## config.mk

```make
export PLATFORM = sky130hd
export DESIGN_NAME = sfcd_decoder
export DESIGN_NICKNAME = d
export VERILOG_FILES = /design/src/sfcd_pkg.sv /design/src/sfcd_decoder.sv
export SDC_FILE = /design/constraint.sdc
export NUM_CORES = 1
export LEC_CHECK = 0
export BUFFER_PORTS_ARGS = -buffer_cell sky130_fd_sc_hd__buf_2
export CORE_UTILIZATION = 35
export DETAILED_ROUTE_END_ITERATION = 16
export MAX_ROUTING_LAYER = met4
export PLACE_DENSITY_LB_ADDON = 0.2
export SLEW_MARGIN = 25
export SYNTH_ARGS = -nofsm -noshare
export SYNTH_HDL_FRONTEND = slang
export SYNTH_SLANG_ARGS = --single-unit
```

## constraint.sdc

```tcl
create_clock -name i_ref_clk -period 6.3 [get_ports i_ref_clk]
set_input_delay 0.315 -clock i_ref_clk [delete_from_list [all_inputs] [get_ports i_ref_clk]]
set_output_delay 0.315 -clock i_ref_clk [all_outputs]
set_load 0.1 [all_outputs]
```

## src/sfcd_pkg.sv

```systemverilog
package sfcd_pkg;

  // Opcodes
  localparam logic [7:0] OP_RD   = 8'h03;
  localparam logic [7:0] OP_FRD  = 8'h0B;
  localparam logic [7:0] OP_2IO  = 8'hBB;
  localparam logic [7:0] OP_DOUT = 8'h3B;
  localparam logic [7:0] OP_4IO  = 8'hEB;
  localparam logic [7:0] OP_QOUT = 8'h6B;
  localparam logic [7:0] OP_PP   = 8'h02;
  localparam logic [7:0] OP_QPP  = 8'h38;
  localparam logic [7:0] OP_SEC  = 8'h20;
  localparam logic [7:0] OP_HBLK = 8'h52;
  localparam logic [7:0] OP_BLK  = 8'hD8;
  localparam logic [7:0] OP_CE0  = 8'h60;
  localparam logic [7:0] OP_CE1  = 8'hC7;
  localparam logic [7:0] OP_QEN  = 8'h35;
  localparam logic [7:0] OP_QEX  = 8'hF5;

  // Launch codes on the operation port
  localparam logic [2:0] EX_PGM  = 3'h0;
  localparam logic [2:0] EX_SEC  = 3'h1;
  localparam logic [2:0] EX_HBLK = 3'h2;
  localparam logic [2:0] EX_BLK  = 3'h3;
  localparam logic [2:0] EX_CHIP = 3'h4;
  localparam logic [2:0] EX_QEN  = 3'h5;
  localparam logic [2:0] EX_QEX  = 3'h6;

  // Dummy cycles per setting, nibble index = {msb, lsb}
  localparam logic [15:0] DUMMY_1L  = 16'hA868;
  localparam logic [15:0] DUMMY_2IO = 16'hA864;
  localparam logic [15:0] DUMMY_4IO = 16'hA846;

  localparam logic [5:0] ABITS_NARROW = 6'h18;
  localparam logic [5:0] ABITS_WIDE   = 6'h20;
  localparam logic [5:0] BYTE_BITS    = 6'h08;

  localparam logic [1:0] K_READ = 2'h0;
  localparam logic [1:0] K_PGM  = 2'h1;
  localparam logic [1:0] K_ERAS = 2'h2;
  localparam logic [1:0] K_NOAD = 2'h3;

  typedef enum logic [7:0] {
    S_IDLE  = 8'h01, S_OPC = 8'h02, S_ADDR = 8'h04, S_DUMMY = 8'h08,
    S_RDATA = 8'h10, S_WDATA = 8'h20, S_WAIT = 8'h40, S_IGN = 8'h80
  } sfcd_state_t;

  typedef struct packed {
    logic [2:0] cs_s;
    logic [2:0] clk_s;
    logic [3:0] io_a;
    logic [3:0] io_b;
    sfcd_state_t state;
    logic [7:0] op;
    logic [31:0] sh;
    logic [5:0] cnt;
    logic [3:0] dleft;
    logic [7:0] tx;
    logic [3:0] txn;
    logic [31:0] addr;
    logic [3:0] dout;
    logic [3:0] oe;
    logic pgm_v;
    logic [7:0] pgm_d;
    logic [31:0] pgm_a;
    logic pgm_any;
    logic ex_v;
    logic [2:0] ex_op;
    logic rej;
    logic quad;
  } sfcd_regs_t;

  function automatic logic [1:0] cmd_kind(input logic [7:0] op);
    case (op)
      OP_PP, OP_QPP: cmd_kind = K_PGM;
      OP_SEC, OP_HBLK, OP_BLK: cmd_kind = K_ERAS;
      OP_CE0, OP_CE1, OP_QEN, OP_QEX: cmd_kind = K_NOAD;
      default: cmd_kind = K_READ;
    endcase
  endfunction

  function automatic logic cmd_valid(input logic [7:0] op, input logic quad);
    case (op)
      OP_RD, OP_FRD, OP_2IO: cmd_valid = !quad; // RULE7 RULE16
      OP_DOUT, OP_QOUT: cmd_valid = !quad; // RULE8
      OP_QPP, OP_QEN: cmd_valid = !quad; // RULE2
      OP_4IO, OP_PP, OP_SEC, OP_HBLK, OP_BLK: cmd_valid = 1'b1; // RULE9 RULE1 RULE3 RULE4 RULE5
      OP_CE0, OP_CE1: cmd_valid = 1'b1; // RULE6
      OP_QEX: cmd_valid = quad;
      default: cmd_valid = 1'b0; // RULE15
    endcase
  endfunction

  // Lines per beat in address phase
  function automatic logic [2:0] addr_w(input logic [7:0] op, input logic quad);
    if (quad || op == OP_4IO) begin
      addr_w = 3'h4;
    end else if (op == OP_2IO) begin
      addr_w = 3'h2;
    end else begin
      addr_w = 3'h1;
    end
  endfunction

  // Lines per beat in data phase
  function automatic logic [2:0] data_w(input logic [7:0] op, input logic quad);
    if (quad || op == OP_4IO || op == OP_QOUT || op == OP_QPP) begin
      data_w = 3'h4;
    end else if (op == OP_2IO || op == OP_DOUT) begin
      data_w = 3'h2;
    end else begin
      data_w = 3'h1;
    end
  endfunction

  function automatic logic [3:0] dummy_of(input logic [7:0] op, input logic [1:0] sel);
    case (op)
      OP_RD: dummy_of = 4'h0;
      OP_2IO: dummy_of = DUMMY_2IO[{sel, 2'b00} +: 4];
      OP_4IO: dummy_of = DUMMY_4IO[{sel, 2'b00} +: 4];
      default: dummy_of = DUMMY_1L[{sel, 2'b00} +: 4];
    endcase
  endfunction

  function automatic logic [2:0] exec_code(input logic [7:0] op);
    case (op)
      OP_SEC: exec_code = EX_SEC;
      OP_HBLK: exec_code = EX_HBLK;
      OP_BLK: exec_code = EX_BLK;
      OP_CE0, OP_CE1: exec_code = EX_CHIP;
      OP_QEN: exec_code = EX_QEN;
      OP_QEX: exec_code = EX_QEX;
      default: exec_code = EX_PGM;
    endcase
  endfunction

endpackage

```

## src/sfcd_decoder.sv

```systemverilog
// How it works
// (RULE1) Page program: address then 1-256 bytes
// (RULE2) Quad page program: single-line only, quad data
// (RULE3) Sector erase: address, no data, both modes
// (RULE4) Half block erase: address, no data
// (RULE5) Block erase: address, no data
// (RULE6) Chip erase: two opcodes, no address
// (RULE7) Normal, fast, two-line reads: single-line only
// (RULE8) Dual and quad output reads: single-line only
// (RULE9) Four-line read: both modes, default six dummies
// (RULE10) Reads stream sequential bytes until select rises
// (RULE11) Dummy count chosen by configuration bits 7:6
// (RULE12) Four address bytes when wide flag set
// (RULE13) Write-type commands need byte-aligned select rise
// (RULE14) Quad instruction mode entered by opcode, held
// (RULE15) Unknown opcode: outputs off until next select
// (RULE16) Single-line-only opcodes unknown in quad mode
`timescale 1ns/100ps
`default_nettype none
module sfcd_decoder import sfcd_pkg::*; (
  // Clock and reset
  input wire logic i_ref_clk,
  input wire logic i_rstn,
  // Serial link pins
  input wire logic i_cs_n,
  input wire logic i_sclk,
  input wire logic [3:0] i_sio_in,
  output logic [3:0] o_sio_out,
  output logic [3:0] o_sio_oe,
  // Configuration register bits 6 and 7, address width
  input wire logic i_dummy_count_lsb,
  input wire logic i_dummy_count_msb,
  input wire logic i_wide_address_flag,
  // Array read port
  output logic [31:0] o_rd_addr,
  input wire logic [7:0] i_rd_data,
  // Program byte stream
  output logic o_pgm_valid,
  output logic [31:0] o_pgm_addr,
  output logic [7:0] o_pgm_data,
  // Operation launch
  output logic o_exec_valid,
  output logic [2:0] o_exec_op,
  output logic [31:0] o_exec_addr,
  output logic o_reject,
  output logic o_quad_instruction_mode
);

  sfcd_regs_t r;
  sfcd_regs_t n;
  logic sclk_rise;
  logic sclk_fall;
  logic cs_rise;
  logic [1:0] dc;
  logic [2:0] w;
  logic [2:0] dw;
  logic [5:0] abits;
  logic [5:0] cnt_in;
  logic [31:0] sh_in;
  logic [7:0] byte_src;

  // Edges are seen on the second and third sampling stages only
  assign sclk_rise = r.clk_s[1] && !r.clk_s[2];
  assign sclk_fall = !r.clk_s[1] && r.clk_s[2];
  assign cs_rise = r.cs_s[1] && !r.cs_s[2];
  assign dc = {i_dummy_count_msb, i_dummy_count_lsb}; // RULE11
  assign abits = i_wide_address_flag ? ABITS_WIDE : ABITS_NARROW; // RULE12
  assign dw = data_w(r.op, r.quad);
  assign cnt_in = r.cnt + {3'h0, w};
  assign byte_src = (r.txn == 4'h0) ? i_rd_data : r.tx;

  always_comb begin
    case (r.state)
      S_ADDR: w = addr_w(r.op, r.quad);
      S_WDATA: w = dw;
      default: w = r.quad ? 3'h4 : 3'h1; // RULE14
    endcase
    case (w)
      3'h4: sh_in = {r.sh[27:0], r.io_b};
      3'h2: sh_in = {r.sh[29:0], r.io_b[1:0]};
      default: sh_in = {r.sh[30:0], r.io_b[0]};
    endcase
  end

  always_comb begin
    n = r;
    n.cs_s = {r.cs_s[1:0], i_cs_n};
    n.clk_s = {r.clk_s[1:0], i_sclk};
    n.io_a = i_sio_in;
    n.io_b = r.io_a;
    n.pgm_v = 1'b0;
    n.ex_v = 1'b0;
    n.rej = 1'b0;
    if (cs_rise) begin
      n.state = S_IDLE;
      n.oe = 4'h0; // RULE10
      n.dout = 4'h0;
      // Write-type commands launch only on a whole byte
      if (r.state == S_WDATA) begin
        if (r.cnt == 6'h0 && r.pgm_any) begin
          n.ex_v = 1'b1; // RULE1 RULE2
          n.ex_op = EX_PGM;
        end else begin
          n.rej = 1'b1; // RULE13
        end
      end else if (r.state == S_WAIT) begin
        if (r.cnt[2:0] == 3'h0) begin
          n.ex_v = 1'b1; // RULE13
          n.ex_op = exec_code(r.op);
          if (r.op == OP_QEN) begin
            n.quad = 1'b1; // RULE14
          end else if (r.op == OP_QEX) begin
            n.quad = 1'b0;
          end
        end else begin
          n.rej = 1'b1;
        end
      end else if ((r.state == S_ADDR && cmd_kind(r.op) != K_READ) ||
                   (r.state == S_OPC && r.cnt != 6'h0)) begin
        n.rej = 1'b1; // RULE13
      end
    end else begin
      case (r.state)
        S_IDLE: begin
          if (!r.cs_s[1]) begin
            n.state = S_OPC;
            n.cnt = 6'h0;
            n.txn = 4'h0;
            n.pgm_any = 1'b0;
          end
        end
        S_OPC: begin
          if (sclk_rise) begin
            n.sh = sh_in;
            n.cnt = cnt_in;
            if (cnt_in == BYTE_BITS) begin
              n.op = sh_in[7:0];
              n.cnt = 6'h0;
              if (!cmd_valid(sh_in[7:0], r.quad)) begin
                n.state = S_IGN; // RULE15 RULE16
              end else if (cmd_kind(sh_in[7:0]) == K_NOAD) begin
                n.state = S_WAIT; // RULE6
              end else begin
                n.state = S_ADDR;
              end
            end
          end
        end
        S_ADDR: begin
          if (sclk_rise) begin
            n.sh = sh_in;
            n.cnt = cnt_in;
            if (cnt_in == abits) begin
              n.addr = i_wide_address_flag ? sh_in : {8'h00, sh_in[23:0]}; // RULE12
              n.cnt = 6'h0;
              n.dleft = dummy_of(r.op, dc); // RULE11 RULE9
              case (cmd_kind(r.op))
                K_READ: n.state = (dummy_of(r.op, dc) == 4'h0) ? S_RDATA : S_DUMMY; // RULE7
                K_PGM: n.state = S_WDATA; // RULE1
                default: n.state = S_WAIT; // RULE3 RULE4 RULE5
              endcase
            end
          end
        end
        S_DUMMY: begin
          if (sclk_rise) begin
            n.dleft = r.dleft - 4'h1;
            if (r.dleft == 4'h1) begin
              n.state = S_RDATA;
            end
          end
        end
        S_RDATA: begin
          // Sequential bytes keep coming while the host clocks
          if (sclk_fall) begin
            if (r.txn == 4'h0) begin
              n.addr = r.addr + 32'h1; // RULE10
            end
            case (dw)
              3'h4: begin
                n.dout = byte_src[7:4];
                n.oe = 4'hF; // RULE8 RULE9
                n.tx = {byte_src[3:0], 4'h0};
                n.txn = (r.txn == 4'h0) ? 4'h1 : r.txn - 4'h1;
              end
              3'h2: begin
                n.dout = {2'b00, byte_src[7:6]};
                n.oe = 4'h3; // RULE8
                n.tx = {byte_src[5:0], 2'b00};
                n.txn = (r.txn == 4'h0) ? 4'h3 : r.txn - 4'h1;
              end
              default: begin
                n.dout = {2'b00, byte_src[7], 1'b0};
                n.oe = 4'h2; // RULE7
                n.tx = {byte_src[6:0], 1'b0};
                n.txn = (r.txn == 4'h0) ? 4'h7 : r.txn - 4'h1;
              end
            endcase
          end
        end
        S_WDATA: begin
          if (sclk_rise) begin
            n.sh = sh_in;
            n.cnt = cnt_in;
            if (cnt_in == BYTE_BITS) begin
              n.cnt = 6'h0;
              n.pgm_v = 1'b1; // RULE1 RULE2
              n.pgm_d = sh_in[7:0];
              n.pgm_a = r.addr;
              n.pgm_any = 1'b1;
              // Past the page end the column wraps inside the page
              n.addr = {r.addr[31:8], r.addr[7:0] + 8'h01};
            end
          end
        end
        S_WAIT: begin
          if (sclk_rise) begin
            n.cnt = cnt_in;
          end
        end
        default: begin
          n.oe = 4'h0; // RULE15
        end
      endcase
    end
  end

  always_ff @(posedge i_ref_clk) begin
    if (!i_rstn) begin
      r <= '0;
      r.cs_s <= 3'h7;
      r.state <= S_IDLE;
    end else begin
      r <= n;
    end
  end

  assign o_sio_out = r.dout;
  assign o_sio_oe = r.oe;
  assign o_rd_addr = r.addr;
  assign o_pgm_valid = r.pgm_v;
  assign o_pgm_addr = r.pgm_a;
  assign o_pgm_data = r.pgm_d;
  assign o_exec_valid = r.ex_v;
  assign o_exec_op = r.ex_op;
  assign o_exec_addr = r.addr;
  assign o_reject = r.rej;
  assign o_quad_instruction_mode = r.quad;
endmodule
`default_nettype wire

```

==> results of run 1 <==
[metal layers]
metal / vias to the layer above / share of wire
met1: 4379 / 0.48
li1: 4553 / -
met2: 298 / 0.45
met5: - / 0
met3: 48 / 0.052
met4: 0 / 0.022
[power groups by stage]
stage / clock network, uW / logic (uW) / registers, uW
2_1_floorplan: 0 / 66.8 / 1110
3_3_place_gp: 0 / 101 / 1100
3_5_place_dp: 0 / 100 / 1100
4_1_cts: 1110 / 101 / 1080
5_1_grt: 1160 / 110 / 1080
6_report: 1080 / 101 / 1080
[how the worst min path moves through the flow]
stage,endpoint,slack [ns]
final,n[170]$_SDFF_PN1_,0.06
after global routing,n[170]$_SDFF_PN1_,0.04
after CTS,n[170]$_SDFF_PN1_,0.05
after detailed placement,n[171]$_SDFF_PN1_,0.40
after global placement,n[171]$_SDFF_PN1_,0.39
after floorplan,n[171]$_SDFF_PN1_,0.39
[critical path: stages, from the launching register on]
cell and delay (ns):
sky130_fd_sc_hd__dfxtp_1 0.41, sky130_fd_sc_hd__nor4_4 0.52, sky130_fd_sc_hd__and2_1 0.47, sky130_fd_sc_hd__o211ai_2 0.28, sky130_fd_sc_hd__nand2_2 0.45, sky130_fd_sc_hd__ha_1 0.34
sky130_fd_sc_hd__o21ai_0 0.17, sky130_fd_sc_hd__or4_1 0.48, sky130_fd_sc_hd__o32ai_4 0.29, sky130_fd_sc_hd__nor2_2 0.12, sky130_fd_sc_hd__o31ai_2 0.33, sky130_fd_sc_hd__o31ai_4 0.19
sky130_fd_sc_hd__o311ai_4 0.62, sky130_fd_sc_hd__a21oi_1 0.14, sky130_fd_sc_hd__a311oi_1 0.24
[placed cells by master (no fill, tap or decap), types with 6 or more instances in the layout]
master                      Yosys  layout
sky130_fd_sc_hd__a21oi_1      120     120
sky130_fd_sc_hd__xor2_1        10      10
sky130_fd_sc_hd__nand4_1       15      15
sky130_fd_sc_hd__dfxtp_1      169     169
sky130_fd_sc_hd__nor3b_1        7       7
sky130_fd_sc_hd__mux2i_1       16      16
sky130_fd_sc_hd__o21ai_1       11      10
sky130_fd_sc_hd__nor3_1        54      54
sky130_fd_sc_hd__nand2_1      194     194
sky130_fd_sc_hd__a22o_1        19      19
sky130_fd_sc_hd__a211oi_1      33      33
sky130_fd_sc_hd__clkbuf_16      0      17
sky130_fd_sc_hd__o22ai_1       14      14
sky130_fd_sc_hd__nand2b_1       9       9
sky130_fd_sc_hd__o211ai_1       6       6
sky130_fd_sc_hd__and3_1         7       7
sky130_fd_sc_hd__or3_1          9       9
sky130_fd_sc_hd__o21ai_0       36      36
sky130_fd_sc_hd__buf_4        117      11
sky130_fd_sc_hd__o32ai_1        7       7
sky130_fd_sc_hd__o21a_1         6       6
sky130_fd_sc_hd__ha_1           8       8
sky130_fd_sc_hd__and2_1        23      23
sky130_fd_sc_hd__a22oi_1       20      20
sky130_fd_sc_hd__inv_1         19      19
sky130_fd_sc_hd__xnor2_1       12      12
sky130_fd_sc_hd__nor2_1       142     140
sky130_fd_sc_hd__nor2b_1        6       6
sky130_fd_sc_hd__nor4_1        14      13
sky130_fd_sc_hd__buf_2         17     137
sky130_fd_sc_hd__nand3_1       25      25
sky130_fd_sc_hd__or4_1          6       6
[stage by stage]
| step | area (um2) | util | hold WS, ns |
|---|---|---|---|
| 2_1_floorplan | 10200 | - | 0.386 |
| 3_3_place_gp | 10200 | 0.357 | 0.389 |
| 3_5_place_dp | 10200 | 0.357 | 0.398 |
| 4_1_cts | 10800 | 0.378 | 0.0471 |
| 5_1_grt | 10900 | 0.378 | 0.0427 |
| 6_report | 10900 | 0.378 | 0.0560 |
[registers in the layout, indices dropped and copies added, names as in the netlist]
| register | count |
|---|---|
| o_pgm_valid | 1 |
| r | 75 |
| n | 8 |
| o_exec_op | 3 |
| o_exec_valid | 1 |
| o_pgm_data | 8 |
| o_sio_oe | 3 |
| o_sio_out | 4 |
| o_pgm_addr | 32 |
| o_quad_instruction_mode | 1 |
| o_exec_addr | 32 |
| o_reject | 1 |
[cells by family (layout without fill, tap and decap cells)]
group	after synthesis	count (layout)	share of synthesized area
muxes	16	16	0.0157
adders and majority gates	8	8	0.00982
and+or+nand+nor	554	554	0.266
xor gates and xnor gates	22	22	0.0189
DFF	169	169	0.332
buffers and inverters	213	200	0.125
AOI/OAI and AO/OA	343	343	0.232
[final cells by class]
class	instances	share of cell area
multi-input combinational	943	0.511
sequential	169	0.312
timing repair buffer	148	0.0708
tap	384	0.0443
clock buffer	18	0.0405
clock inverter	14	0.0144
inverter	20	0.00715
==> summary by stage, run 1 <==
Drt
In this run, the number of DRC markers left after iteration 0 of detailed routing was between 800 and 900. After detailed routing, the number of vias per cell comes to roughly 5.5. The first detailed-routing pass ran for 5 iterations.

The total wire length is around 29 mm. Once detail routing completed, the nets flagged for antenna violations numbered 0. The number of vias in the routed layout is 9278. The number of DRC violations after detailed routing is 0. The per-cell routed wire length is ~17 um.

Logic synthesis
The main flop type after synthesis is sky130_fd_sc_hd__dfxtp_1. The number of nets in the synthesized netlist is approximately 1400. Ranked by total cell area, the synthesized netlist is headed by sky130_fd_sc_hd__dfxtp_1 33%, sky130_fd_sc_hd__buf_4 8.6%, sky130_fd_sc_hd__nand2_1 7.1%.

The area share of the leading cell type in the synthesized netlist is 0.332. Sorting the synthesized cells by how often they occur yields 194 x sky130_fd_sc_hd__nand2_1, 169 x sky130_fd_sc_hd__dfxtp_1, 142 x sky130_fd_sc_hd__nor2_1, 120 x sky130_fd_sc_hd__a21oi_1, 117 x sky130_fd_sc_hd__buf_4. The number of cells produced by synthesis is around 1300. Of all flip-flops after synthesis, the portion carrying an async set or reset was 0. Summing every instance area after synthesis gives 10200 um2. The distinct cell type count after synthesis is slightly above 90. The cell type contributing the most total cell area after synthesis is sky130_fd_sc_hd__dfxtp_1. The register area share after synthesis is 0.332.

The count of flip-flops with a built-in enable after synthesis is 0. The average instance area after synthesis is ~7.7 um2. The Yosys step of the flow raised 0 warnings.

The synthesized design contains 169 register bits. The cell with the most instances after synthesis is sky130_fd_sc_hd__nand2_1.

Die
The die is about 170 um tall. The floorplan step set the die width to between 150 and 200 um. The number of rows in the core area is between 60 and 70. The total I/O pin count is between 100 and 150. For this configuration, the core starts out at a cell density of 0.355. The placeable core region is 28700 um2.

The die covers between 20000 and 30000 um2.

Clocking
The post-CTS setup buffer count is 0. Gates resized during post-CTS repair numbered 0. The maximum root-to-sink buffer count is 2. For the worst-skew pair, the clock arrives at the later sink with an insertion delay of ~0.45 ns.

The number of levels the H-tree was split into is 4. The TritonCTS clock tree is built. The cell sitting at the root of the clock tree is a sky130_fd_sc_hd__clkbuf_16.

The number of clock buffers added by TritonCTS is 17. The clock sink count is 169. Buffers inserted to repair hold after CTS numbered 0. The clock transition at the registers of the reported paths is approximately 0.07 ns.

Outcome
The flow ran to the end, and the final reports show no timing, DRC or antenna violations.

GRT
Entering global routing, the biggest net connects 77 pins. The final global-route overflow total is 0. The first global-routing pass estimated around 47 mm of wire. The met2 usage is 0.302.

In the global route stage, overall resource usage came out at 0.201. For met1 alone, demand over resource in global routing was 0.271. The met3 capacity usage during global routing is 0.0345.

The global-route layer with the greatest usage is met2. The number of antenna violations at the first check in global routing came to 0. The via count of the first global-routing pass is approximately 8400.

Min path
The cell depth of the worst hold path is 2. The kind of path behind the tightest hold check is input port to register. The startpoint identified for the worst hold timing path is i_cs_n.

Run
Max-cap violations in this run came to 0.

Critical path
The capturing point of the worst reg2reg path is o_exec_addr[0]$_SDFFE_PN0P_. The arrival time of the worst setup path is between 5 and 6 ns. The worst register-to-register path has a setup slack of between 1 and 1.5 ns.

Along the worst path, the maximum fanout reaches 27. For the worst flop-to-flop path, the logic depth is 14. The startpoint identified for the worst register-to-register timing path is r[156]$_SDFFE_PP0P_. The termination of the worst setup path is o_exec_addr[0]$_SDFFE_PN0P_. The first element of the critical path is r[156]$_SDFFE_PP0P_. The startpoint type of the worst setup path is a register. The type of destination of the critical path is a register. The endpoint required time on the critical path is around 6.6 ns. The type of the worst setup path is register to register.

STA
In the finished design, the share of the clock period the worst path needs comes to 0.822. The final setup slack of the worst path is between 1 and 1.5 ns. The setup violation total in the final timing report is 0. For the pin with the worst max-slew slack, the measured transition is 1.04 ns. The accumulated negative setup slack is 0 ns. Clock skew on the completed layout was measured at approximately 0.017 ns.

The shortest period the worst path allows is 5.18 ns. The number of hold violations in the final report was 0. Setup repair after global routing left no endpoint under its margin.

Based on the critical path, the design can be clocked at up to around 190 MHz. The worst-case headroom to the max-slew limit is 0.309. The number of max-slew violations in the final report was 0.

Power and ir drop
Summing internal, switching and leakage power gives 2270 uW. The logic gate share of total power is 0.044. Summed over all cells, the static leakage comes to between 0.004 and 0.005 uW.

The net switching power figure is between 500 and 600 uW. The part of the total power dissipated in sequential elements is 0.477. In this run the power density over the cells is around 210 nW/um2. Of the total power, the share spent switching nets is 0.261. Across the VDD grid, the largest voltage drop is between 0.15 and 0.2 mV. The internal portion of the total power is about 1700 uW. Of the total power, the clock network draws 0.479.

Final layout
The multi-input combinational cells in the finished layout cover a total of 5550 um2. Of the cells placed in the final design, the portion with a size suffix greater than 1 is 0.170. The combined flip-flop and latch cell area is about 3400 um2. The count of nets after finishing is between 1000 and 1500. The final cell count without fillers is roughly 1700. 0 antenna diodes ended up in the layout. Relative to the synthesized area, the layout overhead comes to 6.49%. Fill cells in the final layout number 3073.

Place
Buffers placed on the I/O ports in this run total approximately 140. The detailed-placement wirelength estimate is between 15 and 20 mm. Routability-driven placement finished with a final weighted congestion of around 0.90. The number of placed instances, taps included, is about 1700.

The minimum setup slack after placement is about 1.2 ns.
Power figures use the tool's default switching activity.
==> run 2: changes to the inputs <==
ABC_AREA = 1   (was unset)
clock period = 5.3 ns   (was 6.3 ns; I/O delays follow)
==> run 2 against run 1 <==
- final area decreased by 1.2%
- clock power increased by 15%
- utilization increased by 0.57 points
- critical endpoint is now o_pgm_addr[26]$_SDFFE_PN0P_
- combinational power increased to 3.7 times the previous value
- sequential share of layout area increased by 0.38 points
- hold slack got worse by 0.047 ns
- non-clock buffer count increased by 4
==> summary by stage, run 2 <==
Final layout
The register ranked first by flip-flop count is r (unchanged). The number of fillers in the final layout came to 3045 (was 3073). The area of combinational cells with multiple inputs came to 4680 um2 (was 5550 um2).

The synthesis-to-finish area growth is 7.54% (was 6.49%). The share of cells above drive strength 1 is 0.149 (was 0.170). The number of flip-flops in the largest register is 75 (unchanged). The combined flip-flop and latch cell area was 3380 um2 (unchanged). Most frequent cells in the layout: 287 x sky130_fd_sc_hd__nand2_1, 202 x sky130_fd_sc_hd__inv_1, 169 x sky130_fd_sc_hd__dfxtp_1, 156 x sky130_fd_sc_hd__a21oi_1, 136 x sky130_fd_sc_hd__buf_2 (was 194 x sky130_fd_sc_hd__nand2_1, 169 x sky130_fd_sc_hd__dfxtp_1, 140 x sky130_fd_sc_hd__nor2_1, 137 x sky130_fd_sc_hd__buf_2, 120 x sky130_fd_sc_hd__a21oi_1). The utilization after layout is 0.384 (was 0.378). The antenna diode count is 0 (unchanged).

The most frequent standard cell in the layout excluding fill and tap cells was sky130_fd_sc_hd__nand2_1 (unchanged). The count of nets after finishing is 1509 (was 1326).

Logic synthesis
The average instance area after synthesis is 6.75 um2 (was 7.69 um2). The flip-flop and latch count after synthesis was 169 (unchanged). The distinct cell type count after synthesis was 53 (was 92). The cell with the most instances after synthesis is sky130_fd_sc_hd__nand2_1 (unchanged). Top post-synthesis cells by area: sky130_fd_sc_hd__dfxtp_1 34%, sky130_fd_sc_hd__nand2_1 11%, sky130_fd_sc_hd__buf_4 9.1% (was sky130_fd_sc_hd__dfxtp_1 33%, sky130_fd_sc_hd__buf_4 8.6%, sky130_fd_sc_hd__nand2_1 7.1%).

The number of cells produced by synthesis came to 1477 (was 1325). The post-synth net total was 1504 (was 1352). The area share of the leading cell type in the synthesized netlist was 0.339 (was 0.332). The summed instance area of the synthesized netlist is 9970 um2 (was 10200 um2).

Commonest cells post-synth: 287 x sky130_fd_sc_hd__nand2_1, 202 x sky130_fd_sc_hd__inv_1, 169 x sky130_fd_sc_hd__dfxtp_1, 156 x sky130_fd_sc_hd__a21oi_1, 121 x sky130_fd_sc_hd__buf_4 (was 194 x sky130_fd_sc_hd__nand2_1, 169 x sky130_fd_sc_hd__dfxtp_1, 142 x sky130_fd_sc_hd__nor2_1, 120 x sky130_fd_sc_hd__a21oi_1, 117 x sky130_fd_sc_hd__buf_4). The register area share after synthesis is 0.339 (was 0.332). The main flop type after synthesis is sky130_fd_sc_hd__dfxtp_1 (unchanged). The total number of yosys warnings is 0 (unchanged).

The cell type contributing the most total cell area after synthesis is sky130_fd_sc_hd__dfxtp_1 (unchanged). The async set or reset register ratio after synthesis was 0 (unchanged). The count of flip-flops with a built-in enable after synthesis is 0 (unchanged).

Critical path
The top fanout value on the critical path came to 41 (was 27). The first element of the critical path was r[146]$_SDFFE_PN0P_ (was r[156]$_SDFFE_PP0P_). Cell chain of the critical path: inv_2 > nand2_1 > nor2_1 > nand2_2 > nand2_4 > nor2_8 > nand3_4 > nand2_4 > nor2_4 > ha_1 > ha_1 > inv_1 > nand2_1 > or2_1 > nand2_1 > nand2_2 > nor2_4 > nand3_4 > nor2_4 > nand2_1 > clkinv_2 > buf_4 > o21ai_0 > a21oi_1 (was nor4_4 > and2_1 > o211ai_2 > nand2_2 > ha_1 > o21ai_0 > or4_1 > o32ai_4 > nor2_2 > o31ai_2 > o31ai_4 > o311ai_4 > a21oi_1 > a311oi_1).

The delay of the slowest cell on the worst path came to 0.42 ns (was 0.62 ns). The endpoint required time on the critical path came to 5.67 ns (was 6.64 ns). The slowest library cell on the worst path was sky130_fd_sc_hd__dfxtp_1 (was sky130_fd_sc_hd__o311ai_4). Counting stages on the worst path, the most repeated cell is sky130_fd_sc_hd__nand2_1. The type of destination of the critical path is a register (unchanged).

The arrival time of the worst setup path is 4.45 ns (was 5.53 ns). The worst flop-to-flop path startpoint is r[146]$_SDFFE_PN0P_ (was r[156]$_SDFFE_PP0P_). The startpoint type of the worst setup path is a register (unchanged). The type of the worst setup path is register to register (unchanged).

Drt
The total wire length was 29.0 mm (was 29.2 mm). The number of DRC violations after detailed-routing iteration 0 is 648 (was 823). The number of iterations in the first detailed-routing pass was 5 (unchanged). The per-cell routed wire length is 15.5 um (was 17.2 um).

The number of nets with antenna violations after detailed routing was 0 (unchanged). The ratio of routed vias to standard cells is 5.01 (was 5.47). The number of vias in the routed layout is 9375 (was 9278). The number of DRC violations after detailed routing is 0 (unchanged).

Clocking
The post-CTS setup buffer count is 0 (unchanged). The TritonCTS clock tree is built (unchanged). The clock transition at the registers of the reported paths came to 0.07 ns (about the same). The clock sink count is 169 (unchanged). The maximum root-to-sink buffer count is 2 (unchanged). The total CTS buffers is 17 (unchanged). The later-pin clock latency in the skew report is 0.44 ns (was 0.45 ns). The CTS root buffer is sky130_fd_sc_hd__clkbuf_16 (unchanged). The number of gates given a new drive strength after cts is 0 (unchanged).

The number of levels the H-tree was split into is 4 (unchanged).

Power and ir drop
The total power density per cell area came to 273 nW/um2 (was 209 nW/um2). The net switching power figure is 917 uW (was 592 uW). The total power of the final layout was 2930 uW (was 2270 uW). The clock network fraction of total power came to 0.424 (was 0.479). The cell-internal power is 2010 uW (was 1670 uW). The logic gate share of total power is 0.128 (was 0.044). The switching part of the total power is 0.313 (was 0.261). The maximum VDD drop is 0.165 mV (was 0.163 mV). The reported leakage power was 0.00496 uW (was 0.00419 uW). The part of the total power dissipated in sequential elements is 0.448 (was 0.477).

STA
The actual transition at the worst max-transition pin came to 1.05 ns (was 1.04 ns). Unrepaired setup endpoints after global routing: false (unchanged). The number of max-slew violations in the final report came to 0 (unchanged).

The number of hold violations in the final report is 0 (unchanged). The worst setup skew after layout is 0.0126 ns (was 0.0173 ns). The worst-case headroom to the max-slew limit is 0.295 (was 0.309). The worst hold-check slack was 0.00934 ns (was 0.0560 ns). The setup violation total in the final timing report is 0 (unchanged).

The accumulated negative setup slack was 0 ns (unchanged). The shortest period the worst path allows is 4.09 ns (was 5.18 ns). The maximum achievable frequency came to 245 MHz (was 193 MHz). The final critical-path share of the clock period came to 0.771 (was 0.822).

Die
The die outline area is 29200 um2 (was 29800 um2). The placeable core region came to 27900 um2 (was 28700 um2). The total I/O pin count was 138 (unchanged). The effective utilization at floorplan is 0.357 (was 0.355). The chip width is 171 um (was 173 um). The die boundary height is 171 um (was 173 um).

The number of rows in the core area is 61 (was 62).

Run
The total of max-cap violations is 0 (unchanged).

Place
The global placement routability congestion is 0.910 (was 0.900). The count of buffers inserted at the top-level ports was 137 (unchanged). The detailed-placement wirelength estimate is 21.4 mm (was 19.9 mm).

Outcome
Run status: completed (unchanged).

Min path
The kind of path behind the tightest hold check is input port to register (unchanged). The launch point of the worst hold path was i_sio_in[2] (was i_cs_n).

GRT
The final global-route overflow total is 0 (unchanged). The wire length of the first global-routing pass was 45.9 mm (was 46.6 mm). The number of antenna violations at the first check in global routing is 0 (unchanged).

The maximum number of pins on one net before global-route repair is 63 (was 77). The total global routing track utilization is 0.206 (was 0.201). The via count of the first global-routing pass is 8688 (was 8359).
==> run 2: cell types whose count changed after synthesis, moves of 30 or more <==
cell,change
sky130_fd_sc_hd__inv_1,+183
sky130_fd_sc_hd__a211oi_1,-30
sky130_fd_sc_hd__o21ai_0,+69
sky130_fd_sc_hd__nor2_1,-31
sky130_fd_sc_hd__a21oi_1,+36
sky130_fd_sc_hd__o21ai_1,+30
sky130_fd_sc_hd__nand2_1,+93
==> run 2: logic make-up after synthesis <==
kind of cell | Yosys count | share of synthesized area
AO/OA/AOI/OAI | 367 | 0.205
XOR/XNOR | 14 | 0.0123
adder cells (fa/ha/maj) | 8 | 0.0100
buffers and inverters | 378 | 0.192
flip-flops | 169 | 0.339
multiplexers | 1 | 0.00100
AND/OR/NAND/NOR | 540 | 0.241
==> run 2: metal layers <==
metal	vias to the layer above	GRT usage	wire length, um
li1	4746	-	-
met1	4327	0.260	13200
met2	257	0.341	14000
met3	45	0.0266	1280
met4	0	0.0623	516
met5	-	-	0
==> run 2: metrics by stage <==
| stage | std cells | worst slack, ns | area [um2] |
|---|---|---|---|
| floorplan | 1477 | 1.84 | 9970 |
| global placement | 1838 | 1.33 | 10100 |
| detailed placement | 1838 | 1.22 | 10100 |
| CTS | 1873 | 1.20 | 10700 |
| global route | 1873 | 0.808 | 10700 |
| finish | 1873 | 1.21 | 10700 |
==> run 2: timing repair <==
action	4_1_cts	5_1_grt
endpoints found under the setup margin	0	0
endpoints found under the hold margin	3	0
hold buffers	3	0
==> run 2: final timing paths <==
kind | end | slack (ns) | depth (start not counted)
worst min-delay path | n[160]$_SDFF_PN0_ | 0.009 | 3
worst max-delay path | o_pgm_addr[26]$_SDFFE_PN0P_ | 1.21 | 24
worst min register to register | r[160]$_SDFF_PN0_ | 0.42 | 2
worst max register to register | o_pgm_addr[26]$_SDFFE_PN0P_ | 1.21 | 24
==> run 2: power by group through the flow <==
stage / Combinational [uW] / Sequential [uW] / Clock [uW]
floorplan: 275 / 1340 / 0
global placement: 375 / 1340 / 0
detailed placement: 371 / 1340 / 0
CTS: 375 / 1310 / 1280
global route: 410 / 1320 / 1330
finish: 374 / 1310 / 1240
==> run 2: final cells by class <==
cell class	count	area share
inverter	212	0.0745
tap	378	0.0441
timing repair buffer	152	0.0754
multi-input combinational	930	0.436
clock inverter	15	0.0146
clock buffer	17	0.0397
sequential	169	0.316
==> run 2: worst max-delay path, delay by kind of cell, from the launching register on <==
| kind | cells | cell delay [ns] |
|---|---|---|
| adders and majority gates | 2 | 0.40 |
| DFF | 1 | 0.42 |
| and+or+nand+nor | 16 | 2.07 |
| AOI/OAI and AO/OA | 2 | 0.26 |
| buffers and inverters | 4 | 0.81 |
